--- src/design/vrc_pkg.sv ---
// Package for the video memory random-port controller: timing, encodings, pin widths.
package vrc_pkg;

	// ****************************************
	// Array geometry
	// ****************************************
	localparam int ADDR_W = 9;
	localparam int DATA_W = 4;
	localparam int ROWS = 512;

	// ****************************************
	// Timing at 100 MHz
	// ****************************************
	localparam int CLK_PERIOD_NS = 10;
	localparam int REFRESH_PERIOD_MS = 8;
	// Longest time per row: round down
	localparam int REFRESH_PERIOD_CYC = (REFRESH_PERIOD_MS * 1000000) / CLK_PERIOD_NS;
	localparam int REFRESH_ROW_CYC = REFRESH_PERIOD_CYC / ROWS;
	localparam int PHASE_CYC = 2;
	localparam logic [3:0] PHASE_LAST = 4'h1;

	// ****************************************
	// Commands
	// ****************************************
	localparam logic [1:0] CMD_READ = 2'h0;
	localparam logic [1:0] CMD_WRITE = 2'h1;
	localparam logic [1:0] CMD_MASKED_WRITE = 2'h2;
	localparam logic [1:0] CMD_RMW = 2'h3;

	typedef enum logic [3:0] {
		VRC_IDLE,
		VRC_ROW,
		VRC_RAS,
		VRC_COL,
		VRC_CAS,
		VRC_WE,
		VRC_PRE,
		VRC_CBR_CAS,
		VRC_CBR_RAS
	} vrc_state_t;

endpackage : vrc_pkg

--- src/design/vrc_ctrl.sv ---
// Controller that drives the random port of the dual-ported video memory.
// Function
// [RULE1] Hold transfer select high at row strobe fall for random access.
// [RULE2] Transfer select low at row strobe fall would start a transfer; never done.
// [RULE3] Device floats data while transfer select high; it doubles as output enable.
// [RULE4] Device latches row on row strobe fall, column on column strobe fall.
// [RULE5] Address stays stable before and across each strobe fall.
// [RULE6] Write, transfer, serial and column strobe levels at row fall pick function.
// [RULE7] Column strobe also enables the device's data outputs.
// [RULE8] Write enable high reads, low writes.
// [RULE9] Write enable low at row strobe fall turns on masked write.
// [RULE10] Mask on data pins at row fall; ones are written, zeros kept.
// [RULE11] Write data latched on later fall of column strobe or write enable.
// [RULE12] Early write: write enable before column strobe, outputs stay floated.
// [RULE13] Delayed write or read-modify-write: data strobed by write enable fall.
// [RULE14] Read data valid only while column strobe and transfer select low.
// [RULE15] Read data has the polarity it was written with.
// [RULE16] Outputs float through any transfer cycle.
// [RULE17] Column latches transparent while column strobe high, frozen at its fall.
// [RULE18] Page mode: many column accesses within one row strobe low period.
// [RULE19] Every row refreshed at least once per eight milliseconds.
// [RULE20] Row-strobe-only refresh leaves column strobe high, steps all rows; not used, every refresh here is column before row.
// [RULE21] Column before row strobe refreshes from the internal row counter.
// [RULE22] Internal refresh counter advances after each such refresh.
module vrc_ctrl #(
	parameter int REFRESH_ROW_CYCLES = vrc_pkg::REFRESH_ROW_CYC
) (
	input wire logic clk,
	input wire logic rst_n,
	input wire logic req_valid,
	output logic req_ready,
	input wire logic [1:0] req_cmd,
	input wire logic [vrc_pkg::ADDR_W-1:0] req_row,
	input wire logic [vrc_pkg::ADDR_W-1:0] req_col,
	input wire logic req_last,
	input wire logic [vrc_pkg::DATA_W-1:0] req_wdata,
	input wire logic [vrc_pkg::DATA_W-1:0] req_mask,
	output logic rd_valid,
	output logic [vrc_pkg::DATA_W-1:0] rd_data,
	output logic row_strobe_n,
	output logic column_strobe_n,
	output logic write_enable_n,
	output logic transfer_select_n,
	output logic serial_mode_select_n,
	output logic [vrc_pkg::ADDR_W-1:0] multiplexed_address,
	output logic [vrc_pkg::DATA_W-1:0] random_data_pins_o,
	output logic random_data_pins_oe,
	input wire logic [vrc_pkg::DATA_W-1:0] random_data_pins_i
);
	import vrc_pkg::*;

	// ****************************************
	// Reset and pin synchronisers
	// ****************************************
	logic rst_s1_r, rst_s2_r;
	logic [DATA_W-1:0] dq_s1_r, dq_s2_r;

	// Reset release through two stages
	always_ff @(posedge clk or negedge rst_n) begin
		if (!rst_n) begin
			rst_s1_r <= 1'b0;
			rst_s2_r <= 1'b0;
		end else begin
			rst_s1_r <= 1'b1;
			rst_s2_r <= rst_s1_r;
		end
	end

	wire srst_n = rst_s2_r;

	// Data pins come from outside the clock domain
	always_ff @(posedge clk or negedge srst_n) begin
		if (!srst_n) begin
			dq_s1_r <= '0;
			dq_s2_r <= '0;
		end else begin
			dq_s1_r <= random_data_pins_i;
			dq_s2_r <= dq_s1_r;
		end
	end

	// ****************************************
	// Sequencer
	// ****************************************
	vrc_state_t st_r, st_nxt;
	logic [3:0] ph_r, ph_nxt;
	logic [31:0] ref_cnt_r, ref_cnt_nxt;
	logic ref_due_r, ref_due_nxt;
	logic [1:0] cmd_r, cmd_nxt;
	logic [ADDR_W-1:0] row_r, row_nxt, col_r, col_nxt;
	logic [DATA_W-1:0] wd_r, wd_nxt, mask_r, mask_nxt;
	logic last_r, last_nxt;
	logic ras_r, ras_nxt, cas_r, cas_nxt, we_r, we_nxt, trg_r, trg_nxt;
	logic [ADDR_W-1:0] a_r, a_nxt;
	logic [DATA_W-1:0] dqo_r, dqo_nxt;
	logic oe_r, oe_nxt, rdv_r, rdv_nxt;
	logic [DATA_W-1:0] rdd_r, rdd_nxt;
	logic smp_r, smp_nxt;
	logic take;

	function automatic logic is_write(input logic [1:0] c);
		return c == CMD_WRITE || c == CMD_MASKED_WRITE;
	endfunction : is_write

	// Nothing is taken in reset; a page only takes same-row, unmasked work, and yields to refresh
	assign req_ready = srst_n && ((st_r == VRC_IDLE && !ref_due_r) ||
		(st_r == VRC_PRE && !last_r && !ref_due_r && req_row == row_r &&
		req_cmd != CMD_MASKED_WRITE)); // RULE9 RULE19
	assign take = req_valid && req_ready;
	wire ph_done = ph_r == PHASE_LAST;

	// Next-state, pin and refresh-timer logic
	always_comb begin
		st_nxt = st_r;
		ph_nxt = ph_done ? 4'h0 : ph_r + 4'h1;
		ref_cnt_nxt = ref_cnt_r + 32'h1;
		ref_due_nxt = ref_due_r;
		cmd_nxt = cmd_r;
		row_nxt = row_r;
		col_nxt = col_r;
		wd_nxt = wd_r;
		mask_nxt = mask_r;
		last_nxt = last_r;
		ras_nxt = ras_r;
		cas_nxt = cas_r;
		we_nxt = we_r;
		trg_nxt = 1'b1; // RULE1 RULE16
		a_nxt = a_r;
		dqo_nxt = dqo_r;
		oe_nxt = oe_r;
		rdv_nxt = 1'b0;
		rdd_nxt = rdd_r;
		smp_nxt = smp_r;
		// Refresh per row paced so all rows fit in the period
		if (ref_cnt_r >= 32'(REFRESH_ROW_CYCLES - 1)) begin
			ref_cnt_nxt = 32'h0;
			ref_due_nxt = 1'b1; // RULE19 RULE20
		end
		unique case (st_r)
			VRC_IDLE: begin
				ph_nxt = 4'h0;
				if (ref_due_r) begin
					// Column first selects the internal refresh row
					cas_nxt = 1'b0; // RULE21 RULE22
					oe_nxt = 1'b0;
					st_nxt = VRC_CBR_CAS;
				end else if (take) begin
					cmd_nxt = req_cmd;
					row_nxt = req_row;
					col_nxt = req_col;
					wd_nxt = req_wdata;
					mask_nxt = req_mask;
					last_nxt = req_last;
					a_nxt = req_row; // RULE5
					// Masked write: write enable and mask set before row fall
					we_nxt = req_cmd != CMD_MASKED_WRITE; // RULE9 RULE6
					dqo_nxt = req_mask; // RULE10
					oe_nxt = req_cmd == CMD_MASKED_WRITE;
					st_nxt = VRC_ROW;
				end
			end
			VRC_ROW: if (ph_done) begin
				ras_nxt = 1'b0; // RULE4
				st_nxt = VRC_RAS;
			end
			VRC_RAS: if (ph_done) begin
				// Column put out while the latch is still transparent
				a_nxt = col_r; // RULE17 RULE5
				oe_nxt = is_write(cmd_r);
				dqo_nxt = wd_r;
				we_nxt = !is_write(cmd_r); // RULE8 RULE12
				trg_nxt = is_write(cmd_r); // RULE3 RULE14
				st_nxt = VRC_COL;
			end
			VRC_COL: begin
				trg_nxt = is_write(cmd_r);
				if (ph_done) begin
					cas_nxt = 1'b0; // RULE4 RULE11 RULE7
					st_nxt = VRC_CAS;
				end
			end
			VRC_CAS: begin
				trg_nxt = is_write(cmd_r);
				if (ph_done && !is_write(cmd_r) && !smp_r) begin
					// Extra phase: read data must cross both sync stages first
					smp_nxt = 1'b1;
				end else if (ph_done) begin
					smp_nxt = 1'b0;
					if (!is_write(cmd_r)) begin
						rdv_nxt = cmd_r == CMD_READ;
						rdd_nxt = dq_s2_r; // RULE15
					end
					if (cmd_r == CMD_RMW) begin
						// Outputs released in the same cycle as the modified data is driven
						trg_nxt = 1'b1;
						oe_nxt = 1'b1;
						dqo_nxt = wd_r;
						st_nxt = VRC_WE;
					end else begin
						cas_nxt = 1'b1;
						we_nxt = 1'b1;
						oe_nxt = 1'b0;
						st_nxt = VRC_PRE;
					end
				end
			end
			VRC_WE: if (ph_done) begin
				if (we_r == 1'b1) begin
					we_nxt = 1'b0; // RULE13
				end else begin
					cas_nxt = 1'b1;
					we_nxt = 1'b1;
					oe_nxt = 1'b0;
					st_nxt = VRC_PRE;
				end
			end
			VRC_PRE: begin
				if (!last_r && take && req_row == row_r) begin
					// Same row: stay open for another column
					cmd_nxt = req_cmd; // RULE18
					col_nxt = req_col;
					wd_nxt = req_wdata;
					last_nxt = req_last;
					ph_nxt = 4'h0;
					st_nxt = VRC_RAS;
				end else if (ph_done) begin
					ras_nxt = 1'b1;
					oe_nxt = 1'b0;
					st_nxt = VRC_IDLE;
				end
			end
			VRC_CBR_CAS: if (ph_done) begin
				ras_nxt = 1'b0;
				ref_due_nxt = 1'b0;
				st_nxt = VRC_CBR_RAS;
			end
			VRC_CBR_RAS: if (ph_done) begin
				ras_nxt = 1'b1;
				cas_nxt = 1'b1;
				st_nxt = VRC_IDLE;
			end
			default: st_nxt = VRC_IDLE;
		endcase
		// Timer tick wins over the clear in the same cycle
		if (st_r == VRC_CBR_CAS && ph_done && ref_cnt_r >= 32'(REFRESH_ROW_CYCLES - 1)) begin
			ref_due_nxt = 1'b1;
		end
	end

	// State registers
	always_ff @(posedge clk or negedge srst_n) begin
		if (!srst_n) begin
			st_r <= VRC_IDLE;
			ph_r <= 4'h0;
			ref_cnt_r <= 32'h0;
			ref_due_r <= 1'b0;
			cmd_r <= CMD_READ;
			row_r <= '0;
			col_r <= '0;
			wd_r <= '0;
			mask_r <= '0;
			last_r <= 1'b1;
			ras_r <= 1'b1;
			cas_r <= 1'b1;
			we_r <= 1'b1;
			trg_r <= 1'b1;
			a_r <= '0;
			dqo_r <= '0;
			oe_r <= 1'b0;
			rdv_r <= 1'b0;
			rdd_r <= '0;
			smp_r <= 1'b0;
		end else begin
			st_r <= st_nxt;
			ph_r <= ph_nxt;
			ref_cnt_r <= ref_cnt_nxt;
			ref_due_r <= ref_due_nxt;
			cmd_r <= cmd_nxt;
			row_r <= row_nxt;
			col_r <= col_nxt;
			wd_r <= wd_nxt;
			mask_r <= mask_nxt;
			last_r <= last_nxt;
			ras_r <= ras_nxt;
			cas_r <= cas_nxt;
			we_r <= we_nxt;
			trg_r <= trg_nxt;
			a_r <= a_nxt;
			dqo_r <= dqo_nxt;
			oe_r <= oe_nxt;
			rdv_r <= rdv_nxt;
			rdd_r <= rdd_nxt;
			smp_r <= smp_nxt;
		end
	end

	// Pins straight from flip-flops, except serial mode select tied high
	assign row_strobe_n = ras_r;
	assign column_strobe_n = cas_r;
	assign write_enable_n = we_r;
	assign transfer_select_n = trg_r;
	assign serial_mode_select_n = 1'b1;
	assign multiplexed_address = a_r;
	assign random_data_pins_o = dqo_r;
	assign random_data_pins_oe = oe_r;
	assign rd_valid = rdv_r;
	assign rd_data = rdd_r;

	// ****************************************
	// Checks
	// ****************************************
	trg_at_ras_a: assert property (@(posedge clk) disable iff (!srst_n) // RULE1
		$fell(row_strobe_n) |-> transfer_select_n)
		else $error("transfer select low at row strobe fall");
	no_contention_a: assert property (@(posedge clk) disable iff (!srst_n) // RULE3
		!transfer_select_n |-> !random_data_pins_oe)
		else $error("controller drives data while outputs enabled");
	mask_at_ras_a: assert property (@(posedge clk) disable iff (!srst_n) // RULE10
		($fell(row_strobe_n) && !write_enable_n) |-> random_data_pins_oe)
		else $error("no mask on pins at masked row fall");
	addr_stable_a: assert property (@(posedge clk) disable iff (!srst_n) // RULE5
		$fell(column_strobe_n) && !row_strobe_n |-> $stable(multiplexed_address))
		else $error("address moved at column strobe fall");
	early_write_a: assert property (@(posedge clk) disable iff (!srst_n) // RULE12
		($fell(column_strobe_n) && !write_enable_n && !row_strobe_n) |-> transfer_select_n)
		else $error("early write with outputs enabled");
	wdata_driven_a: assert property (@(posedge clk) disable iff (!srst_n) // RULE11
		($fell(column_strobe_n) && !write_enable_n) |-> random_data_pins_oe)
		else $error("write strobe without data driven");
	rmw_strobe_a: assert property (@(posedge clk) disable iff (!srst_n) // RULE13
		($fell(write_enable_n) && !column_strobe_n) |-> random_data_pins_oe && transfer_select_n)
		else $error("delayed write strobe without data");
	cbr_hold_a: assert property (@(posedge clk) disable iff (!srst_n) // RULE21
		$fell(column_strobe_n) && row_strobe_n |-> ##2 !row_strobe_n)
		else $error("refresh row strobe not following column strobe");
	refresh_bound_a: assert property (@(posedge clk) disable iff (!srst_n) // RULE19
		ref_cnt_r < 32'(REFRESH_ROW_CYCLES))
		else $error("refresh timer overran");

endmodule : vrc_ctrl

--- config.mk ---
export PLATFORM = sky130hd
export DESIGN_NAME = vrc_ctrl
export DESIGN_NICKNAME = d
export VERILOG_FILES = /design/src/design/vrc_pkg.sv /design/src/design/vrc_ctrl.sv
export SDC_FILE = /design/constraint.sdc
export NUM_CORES = 1
export LEC_CHECK = 0
export ABC_AREA = 1
export CAP_MARGIN = 20
export CORE_MARGIN = 8
export CORE_UTILIZATION = 28
export DETAILED_ROUTE_END_ITERATION = 10
export DONT_BUFFER_PORTS = 1
export PLACE_DENSITY_LB_ADDON = 0.05
export SYNTH_ARGS = -nofsm -noshare
export SYNTH_HDL_FRONTEND = slang
export SYNTH_SLANG_ARGS = --single-unit
--- constraint.sdc ---
create_clock -name clk -period 3.8 [get_ports clk]
set_input_delay 0.57 -clock clk [delete_from_list [all_inputs] [get_ports clk]]
set_output_delay 0.57 -clock clk [all_outputs]
set_load 0.02 [all_outputs]
==> results of run 1 <==
==> layout by cell type, fill, tap and decap left out, types with 10 or more instances in the layout <==
cell and n:
nor3_1 10, dfrtp_1 94, nand4_1 13, a21oi_1 13
nor2_1 59, conb_1 23, o21ai_0 11, inv_1 47
nand2_1 134, nand3_1 33
==> where the power goes <==
part	total, mW	internal [mW]	switching, mW
Clock	0.917	0.511	0.406
Combinational	0.230	0.0774	0.153
Sequential	1.18	1.12	0.0614
Total	2.33	1.71	0.620
==> metrics by stage <==
| step | power [mW] | cells | utilization [%] | setup WS [ps] | instance area [sq um] |
|---|---|---|---|---|---|
| 2_1_floorplan | 1.37 | 515 | - | 989 | 4500 |
| 3_3_place_gp | 1.44 | 723 | 30.2 | 1450 | 4730 |
| 3_5_place_dp | 1.44 | 723 | 30.2 | 1400 | 4730 |
| 4_1_cts | 2.38 | 739 | 32.1 | 1280 | 5030 |
| 5_1_grt | 2.45 | 739 | 32.1 | 1080 | 5030 |
| 6_report | 2.33 | 739 | 32.1 | 1310 | 5030 |
==> final cells by class <==
class / instances / area, sq um
fillers: 1672 / 10600
well taps: 216 / 270
inverters: 49 / 184
clock inverters: 5 / 61.3
multi-input cells: 354 / 1730
repair buffers: 5 / 40.0
clock buffers: 10 / 229
flip-flops and latches: 100 / 2510
==> routing by layer <==
| metal | global-route usage (%) | vias up | routed length, microns |
|---|---|---|---|
| met5 | 0 | - | 0 |
| met4 | 5.54 | 0 | 226 |
| met3 | 3.23 | 15 | 605 |
| met2 | 18.7 | 49 | 5310 |
| met1 | 14.5 | 1514 | 4970 |
| li1 | - | 1625 | - |
==> how the worst min path moves through the flow <==
stage / cells past startpoint / to / from
finish: 0 / random_data_pins_o[0] / rst_s2_r
CTS: 0 / dq_s1_r[1] / random_data_pins_i[1]
floorplan: 0 / rst_s1_r / rst_n
global placement: 0 / dq_s2_r[3] / rst_s2_r
global route: 0 / dq_s1_r[2] / random_data_pins_i[2]
detailed placement: 0 / dq_s2_r[3] / rst_s2_r
==> registers in the layout, indices dropped and copies added, names as in the netlist, 2 cells and up <==
register             count
ref_cnt_r               32
col_r                    9
multiplexed_address      9
row_r                    9
dq_s1_r                  4
dq_s2_r                  4
ph_r                     4
random_data_pins_o       4
rd_data                  4
st_r                     4
wd_r                     4
cmd_r                    2
==> cell families after synthesis <==
family | after synthesis
adders and majority gates | 5
AOI/OAI and AO/OA | 47
DFF | 100
xor gates and xnor gates | 10
and+or+nand+nor | 265
buffers and inverters | 61
other | 2
muxes | 4
==> critical path: stages, from the launching register on <==
cell and delay [ps]:
dfrtp_1 420, inv_1 120, nand2_1 60, inv_1 90, nand2_1 140, nor3_2 150
nand3_1 140, a21oi_4 150, buf_4 280
==> flow_summary_export.csv, run 1 <==
group,metric,value,unit
yosys,synth-simple-area-share,25.9,%
yosys,synth.distinct_cells,43,
critical_path,rr_worst_depth,8,
hold_path,hp-class,"reg2async",
yosys,synth_compound_area_share,6.96,%
die,initial_core_util,28.2,%
yosys,synthAdderAreaFrac,1.41,%
sta,timing.fmax,0.402,GHz
drt,wl_per_cell,15.0,microns
power_and_ir_drop,p_leak,2.44,nW
clock_tree,clk_path_buf_depth,2,
clock_tree,path_clk_slew,70,ps
yosys,synthCells,494,
grt,grt_pass1_vias,3257,
cells_and_area,antenna_cells,0,
sta,final_max_slew_viol_count,0,
clock_tree,cts_inserted_buffers,9,
clock_tree,cts-resized-gates,0,
yosys,synth_top_family_by_area,"simple AND/OR/NAND/NOR gates",
yosys,synthTopCellsByCount,"nand2_1 (134), dfrtp_1 (95), nor2_1 (59), inv_1 (47), nand3_1 (33)",
grt,antenna_found_initial,0,
drt,routed_wirelength,11100,microns
yosys,yosysTopAreaCellShare,53.8,%
yosys,yosys.area_share.xor_xnor,1.98,%
yosys,synth_most_common_cell,"nand2_1",
flow_run,maxCapViolations,0,
cells_and_area,syn2layout_area_growth,13.8,%
yosys,synth_edf_count,0,
sta,tns,0,ps
grt,grt_overflow,0,
drt,drtIter0Drc,152,
yosys,synth-main-ff-cell,"dfrtp_1",
die,io_pins,61,
drt,drtPass1Iterations,4,
drt,vias_per_cell,4.33,
clock_tree,cts_setup_buffers,0,
clock_tree,ctsHoldBuffers,1,
die,rows,46,
yosys,yosys-top-cells-area,"dfrtp_1 (54%), nand2_1 (11%), nor2_1 (5.0%), inv_1 (4.0%), nand3_1 (3.7%)",
place,dp_hpwl,8250,microns
clock_tree,cts_tree,"yes",
critical_path,cp_max_fo,16,
die,core-area,15700,sq um
critical_path,critical_path.endpoint,"req_ready",
yosys,yosysSeqAreaShare,56.7,%
clock_tree,clk_latency,350,ps
sta,period_share,65.4,%
critical_path,end_kind,"primary output",
yosys,synth_seq_cells,100,
place,routabilityCongestion,0.819,
sta,hold_slack,240,ps
drt,vias,3203,
clock_tree,cts_sinks,100,
yosys,syn_area_per_cell,8.95,sq um
drt,drcViolationCount,0,
yosys,synth_top_area_cell,"dfrtp_1",
sta,rsz0062_at_grt,"false",
critical_path,crit_type,"reg2out",
yosys,ys_warn_count,0,
cells_and_area,final_net_count,560,
sta,layout_min_cycle_time,2490,ps
sta,fin_worst_skew,9.50,ps
critical_path,cp-start-kind,"flip-flop",
grt,grt_use_total,11.8,%
power_and_ir_drop,peakVddDrop,0.190,mV
sta,slew_headroom,35.6,%
yosys,muxShareOfSynthArea,1.02,%
critical_path,startpoint,"st_r[3]",
critical_path,rr_startpoint,"st_r[0]",
yosys,synth-async-reset-ratio,100,%
sta,hold_violations,0,
sta,tightest_slew,967,ps
critical_path,worstPathRequired,3230,ps
grt,grt_max_degree,76,
cells_and_area,drive_gt1_share,7.65,%
power_and_ir_drop,power_density,464,nW/um^2
grt,grt_pass1_wl,18000,microns
clock_tree,cts_max_level,3,
critical_path,crit_arrival,1920,ps
place,portBuffers,0,
status,status,"finished clean",
sta,setup_viol,0,
critical_path,r2r-end,"multiplexed_address[0]",
yosys,syn-cell-area,4420,sq um
critical_path,r2r_slack,1440,ps
drt,ant_nets,0,
die,die_w,142,microns
die,die_area,20100,sq um
clock_tree,root_buffer,"clkbuf_16",
die,die_h,142,microns
No activity file was read; power rests on OpenSTA's default activity.
==> run 2, diff against run 1 <==
==> constraint.sdc (replaced) <==
create_clock -name clk -period 2.2 [get_ports clk]
set_input_delay 0.33 -clock clk [delete_from_list [all_inputs] [get_ports clk]]
set_output_delay 0.33 -clock clk [all_outputs]
set_load 0.02 [all_outputs]
==> run 2 against run 1 <==
First-iteration DRC count rose by 30%. Clock power rose by 73%. Clock skew fell by 2.7 ps. Worst setup slack got worse by 1200 ps. Final cell count rose by 2.0%. Critical path type unchanged. Critical endpoint unchanged.
==> flow_summary_export.csv, run 2 (synthesis gave the netlist of run 1 again) <==
group,metric,value,unit
die,die_area,20100,sq um
grt,antenna_found_initial,0,
critical_path,end_kind,"primary output",
clock_tree,clk_latency,350,ps
critical_path,cp_max_fo,7,
critical_path,worstPathRequired,1870,ps
cells_and_area,final_net_count,574,
cells_and_area,final_util,33.3,%
cells_and_area,ff_latch_area,2510,sq um
clock_tree,cts_tree,"yes",
sta,setup_viol,0,
die,rows,46,
place,routabilityCongestion,0.880,
sta,timing.fmax,0.475,GHz
clock_tree,root_buffer,"clkbuf_16",
die,io_pins,61,
clock_tree,clk_path_buf_depth,2,
cells_and_area,largest_register_ffs,32,
critical_path,cp-start-kind,"flip-flop",
cells_and_area,syn2layout_area_growth,17.9,%
drt,vias,3266,
clock_tree,path_clk_slew,80,ps
drt,ant_nets,0,
drt,wl_per_cell,14.8,microns
drt,drcViolationCount,0,
status,status,"finished clean",
critical_path,rr_startpoint,"st_r[3]",
grt,grt_max_degree,46,
hold_path,min-delay-start,"req_row[7]",
drt,vias_per_cell,4.33,
drt,drtIter0Drc,197,
place,dp_hpwl,8480,microns
die,die_h,142,microns
clock_tree,cts_inserted_buffers,9,
flow_run,maxCapViolations,0,
clock_tree,cts_sinks,100,
hold_path,hp-class,"in2reg",
cells_and_area,n_fill_cell,1678,
sta,hold_slack,86.2,ps
cells_and_area,antenna_cells,0,
sta,worst_slack,92.6,ps
grt,grt_use_total,11.6,%
grt,grt_pass1_wl,17900,microns
clock_tree,cts_max_level,3,
cells_and_area,multiInputGateArea,1760,sq um
sta,fin_worst_skew,6.84,ps
place,portBuffers,0,
critical_path,startpoint,"st_r[3]",
cells_and_area,final_common_cell,"nand2_1",
cells_and_area,layout_common_cells,"nand2_1 (133), dfrtp_1 (92), nor2_1 (56)",
cells_and_area,drive_gt1_share,11.0,%
sta,slew_headroom,54.2,%
die,core-area,15700,sq um
drt,drtPass1Iterations,4,
power_and_ir_drop,p_leak,2.53,nW
place,place_ws,237,ps
critical_path,crit_arrival,1780,ps
power_and_ir_drop,peakVddDrop,0.417,mV
die,die_w,142,microns
sta,hold_violations,0,
drt,routed_wirelength,11200,microns
sta,tns,0,ps
sta,rsz0062_at_grt,"false",
cells_and_area,regMostFlops,"ref_cnt_r",
die,initial_core_util,28.2,%
sta,tightest_slew,687,ps
power_and_ir_drop,power_density,781,nW/um^2
sta,period_share,95.8,%
grt,grt_overflow,0,
sta,layout_min_cycle_time,2110,ps
grt,grt_pass1_vias,3304,
critical_path,crit_type,"reg2out",
sta,final_max_slew_viol_count,0,
==> run 2: area by class of cell <==
class	instances	share of cell area, %
clock buffer	10	4.58
tap	216	5.18
sequential	100	48.2
multi-input combinational	354	33.7
timing repair buffer	19	3.55
clock inverter	6	1.20
inverter	49	3.53
==> run 2: power breakdown <==
part / internal (mW) / switching (mW) / total, mW / leakage (nW)
registers: 1.94 / 0.102 / 2.04 / 1.27
clock network: 0.831 / 0.764 / 1.59 / 0.149
logic: 0.152 / 0.282 / 0.434 / 1.11
total: 2.92 / 1.15 / 4.07 / 2.53
==> run 2: repair_timing <==
item / 4_1_cts / 5_1_grt
cloned: 0 / 1
hold buffers: 5 / 0
resized for setup: 3 / 10
endpoints found under the setup margin: 1 / 3
buffers inserted: 1 / 2
pin swaps: 1 / 1
hold endpoints to repair: 6 / 0
==> run 2: final timing paths <==
| kind | to | cells past startpoint | slack [ps] |
|---|---|---|---|
| min in group asynchronous | rst_s2_r | 1 | 200 |
| max reg2reg | random_data_pins_o[1] | 13 | 200 |
| max | req_ready | 8 | 90 |
| max in group asynchronous | ref_cnt_r[5] | 2 | 810 |
| min | row_r[7] | 2 | 90 |
| min reg2reg | row_r[0] | 1 | 320 |
==> run 2: critical path: stages, from the launching register on <==
cell and delay [ps]:
dfrtp_1 430, inv_1 120, nand2_1 70, inv_2 90, nand2_4 80, nor3_2 110, nand3_1 130, a21oi_4 220
buf_12 160
==> run 2: through the flow <==
step,cells,total power [mW],instance area (sq um)
floorplan,515,2.37,4500
global placement,729,2.50,4770
detailed placement,729,2.49,4770
CTS,751,4.14,5140
global route,754,4.30,5210
finish,754,4.07,5210
==> run 2: routing by layer <==
metal	global-route usage (%)	vias to the layer above	routed length [microns]
met3	3.73	20	524
li1	-	1644	-
met4	5.65	0	289
met2	19.3	61	5600
met5	0	-	0
met1	13.3	1541	4750
==> run 3, diff against run 2 <==
--- a/config.mk
+++ b/config.mk
@@ -8,9 +8,10 @@
 export ABC_AREA = 1
 export CAP_MARGIN = 20
 export CORE_MARGIN = 8
-export CORE_UTILIZATION = 28
+export CORE_UTILIZATION = 30
 export DETAILED_ROUTE_END_ITERATION = 10
 export DONT_BUFFER_PORTS = 1
+export HOLD_SLACK_MARGIN = 0.12
 export PLACE_DENSITY_LB_ADDON = 0.05
 export SYNTH_ARGS = -nofsm -noshare
 export SYNTH_HDL_FRONTEND = slang
==> run 3 against run 2 <==
Clock power rose by 8%. Register-to-register slack improved by 30 ps. Final area rose by 2.9%. Die area fell by 5.9%. First-iteration DRC count fell by 35%. Count of clock-buffer cells in the layout fell by 1. Critical path depth fell by 2. Sequential share of layout area fell by 1.3 points. Hold slack improved by 53 ps. Flip-flop and latch count did not move. Critical path type unchanged. Critical endpoint unchanged.
==> flow_summary_export.csv, run 3 (synthesis gave the netlist of run 1 again) <==
group,metric,value,unit
clock_tree,cts_inserted_buffers,9,
critical_path,crit_type,"reg2out",
critical_path,crit_arrival,1770,ps
drt,top_layer,"met4",
clock_tree,path_clk_slew,80,ps
sta,worst_slack,96.9,ps
critical_path,cp_max_fo,15,
cells_and_area,final_net_count,593,
critical_path,rr_startpoint,"st_r[2]",
clock_tree,cts_sinks,100,
place,place_ws,185,ps
cells_and_area,largest_register_ffs,32,
die,initial_core_util,30.5,%
sta,layout_min_cycle_time,2100,ps
grt,grt_pass1_wl,18800,microns
grt,antenna_found_initial,0,
drt,drtPass1Iterations,6,
sta,tightest_slew,701,ps
power_and_ir_drop,p_leak,2.59,nW
die,rows,44,
die,die_h,137,microns
sta,rsz0062_at_grt,"true",
hold_path,hold_depth,2,
place,postPlaceCellArea,4730,sq um
flow_run,maxCapViolations,0,
drt,drcViolationCount,0,
power_and_ir_drop,total_power,4.21,mW
clock_tree,clk_path_buf_depth,2,
grt,grt_use_total,13.0,%
place,portBuffers,0,
critical_path,cp-start-kind,"flip-flop",
grt,grt_overflow,0,
cells_and_area,stdcell_count,741,
cells_and_area,syn2layout_area_growth,21.3,%
critical_path,rr_worst_depth,8,
cells_and_area,final_common_cell,"nand2_1",
cells_and_area,final_area,5360,sq um
die,core-area,14500,sq um
sta,timing.fmax,0.475,GHz
cells_and_area,final_util,37.0,%
clock_tree,cts_tree,"yes",
sta,hold_violations,0,
cells_and_area,regMostFlops,"ref_cnt_r",
sta,slew_headroom,53.3,%
drt,vias,3378,
critical_path,worstPathRequired,1870,ps
cells_and_area,antenna_cells,0,
drt,wl_met2,5520,microns
power_and_ir_drop,power_density,785,nW/um^2
drt,ant_nets,0,
drt,wl_per_cell,15.3,microns
die,die_w,137,microns
critical_path,end_kind,"primary output",
drt,met3_length,534,microns
grt,grt_pass1_vias,3543,
drt,vias_per_cell,4.56,
sta,final_max_slew_viol_count,0,
drt,m1WireLength,5050,microns
cells_and_area,layout_common_cells,"nand2_1 (133), dfrtp_1 (92), nor2_1 (57)",
sta,tns,0,ps
grt,grt_max_degree,57,
drt,drtIter0Drc,129,
sta,fin_worst_skew,8.79,ps
sta,setup_viol,0,
hold_path,whs_endpoint,"col_r[5]",
drt,routed_wirelength,11300,microns
place,routabilityCongestion,0.883,
cells_and_area,drive_gt1_share,9.69,%
sta,hold_slack,139,ps
place,dp_hpwl,8290,microns
critical_path,r2r_slack,230,ps
hold_path,hp-class,"in2reg",
die,io_pins,61,
critical_path,r2r-end,"random_data_pins_oe",
sta,period_share,95.6,%
clock_tree,cts_max_level,3,
hold_path,min-delay-start,"req_col[5]",
status,status,"finished clean",
power_and_ir_drop,peakVddDrop,0.403,mV
place,dp_cells,697,
die,die_area,18900,sq um
clock_tree,root_buffer,"clkbuf_16",
clock_tree,clk_latency,360,ps
==> run 3: worst max path at each step <==
| stage | cells past startpoint | slack, ps | to | start |
|---|---|---|---|---|
| floorplan | 3 | 100 | req_ready | rst_s2_r |
| global placement | 11 | 170 | st_r[2] | st_r[0] |
| detailed placement | 11 | 190 | st_r[2] | st_r[2] |
| CTS | 8 | 10 | req_ready | st_r[3] |
| global route | 6 | -40 | req_ready | st_r[2] |
| finish | 6 | 100 | req_ready | st_r[2] |
==> run 3: power breakdown <==
part,switching [mW],internal [mW]
clock,0.791,0.919
combinational,0.286,0.173
sequential,0.104,1.94
==> run 3: layer usage <==
| metal | up-vias | GRT usage [%] |
|---|---|---|
| met4 | 0 | 5.01 |
| met3 | 14 | 3.72 |
| met1 | 1607 | 16.0 |
| li1 | 1697 | - |
| met2 | 60 | 21.1 |
| met5 | - | 0 |
==> run 3: area by class of cell <==
cell class	instances	area, sq um
Fill cell	1472	9120
Sequential cell	100	2510
Multi-Input combinational cell	354	1750
Timing Repair Buffer	38	365
Tap cell	184	230
Clock buffer	9	225
Inverter	49	184
Clock inverter	7	97.6
==> run 3: worst max-delay path, stage by stage, from the launching register on <==
cell and delay [ps]:
dfrtp_1 440, nor2_2 200, nand2_2 120, nor2_1 140
inv_1 120, a21oi_4 200, buf_12 180
==> run 3: repair_timing <==
item                                    in CTS  in global routing
hold buffers                                27                  0
setup buffers                                1                  0
endpoints found under the setup margin       1                  7
pin swaps                                    1                  1
hold endpoints to repair                    26                  0
gates resized for setup                      6                  3
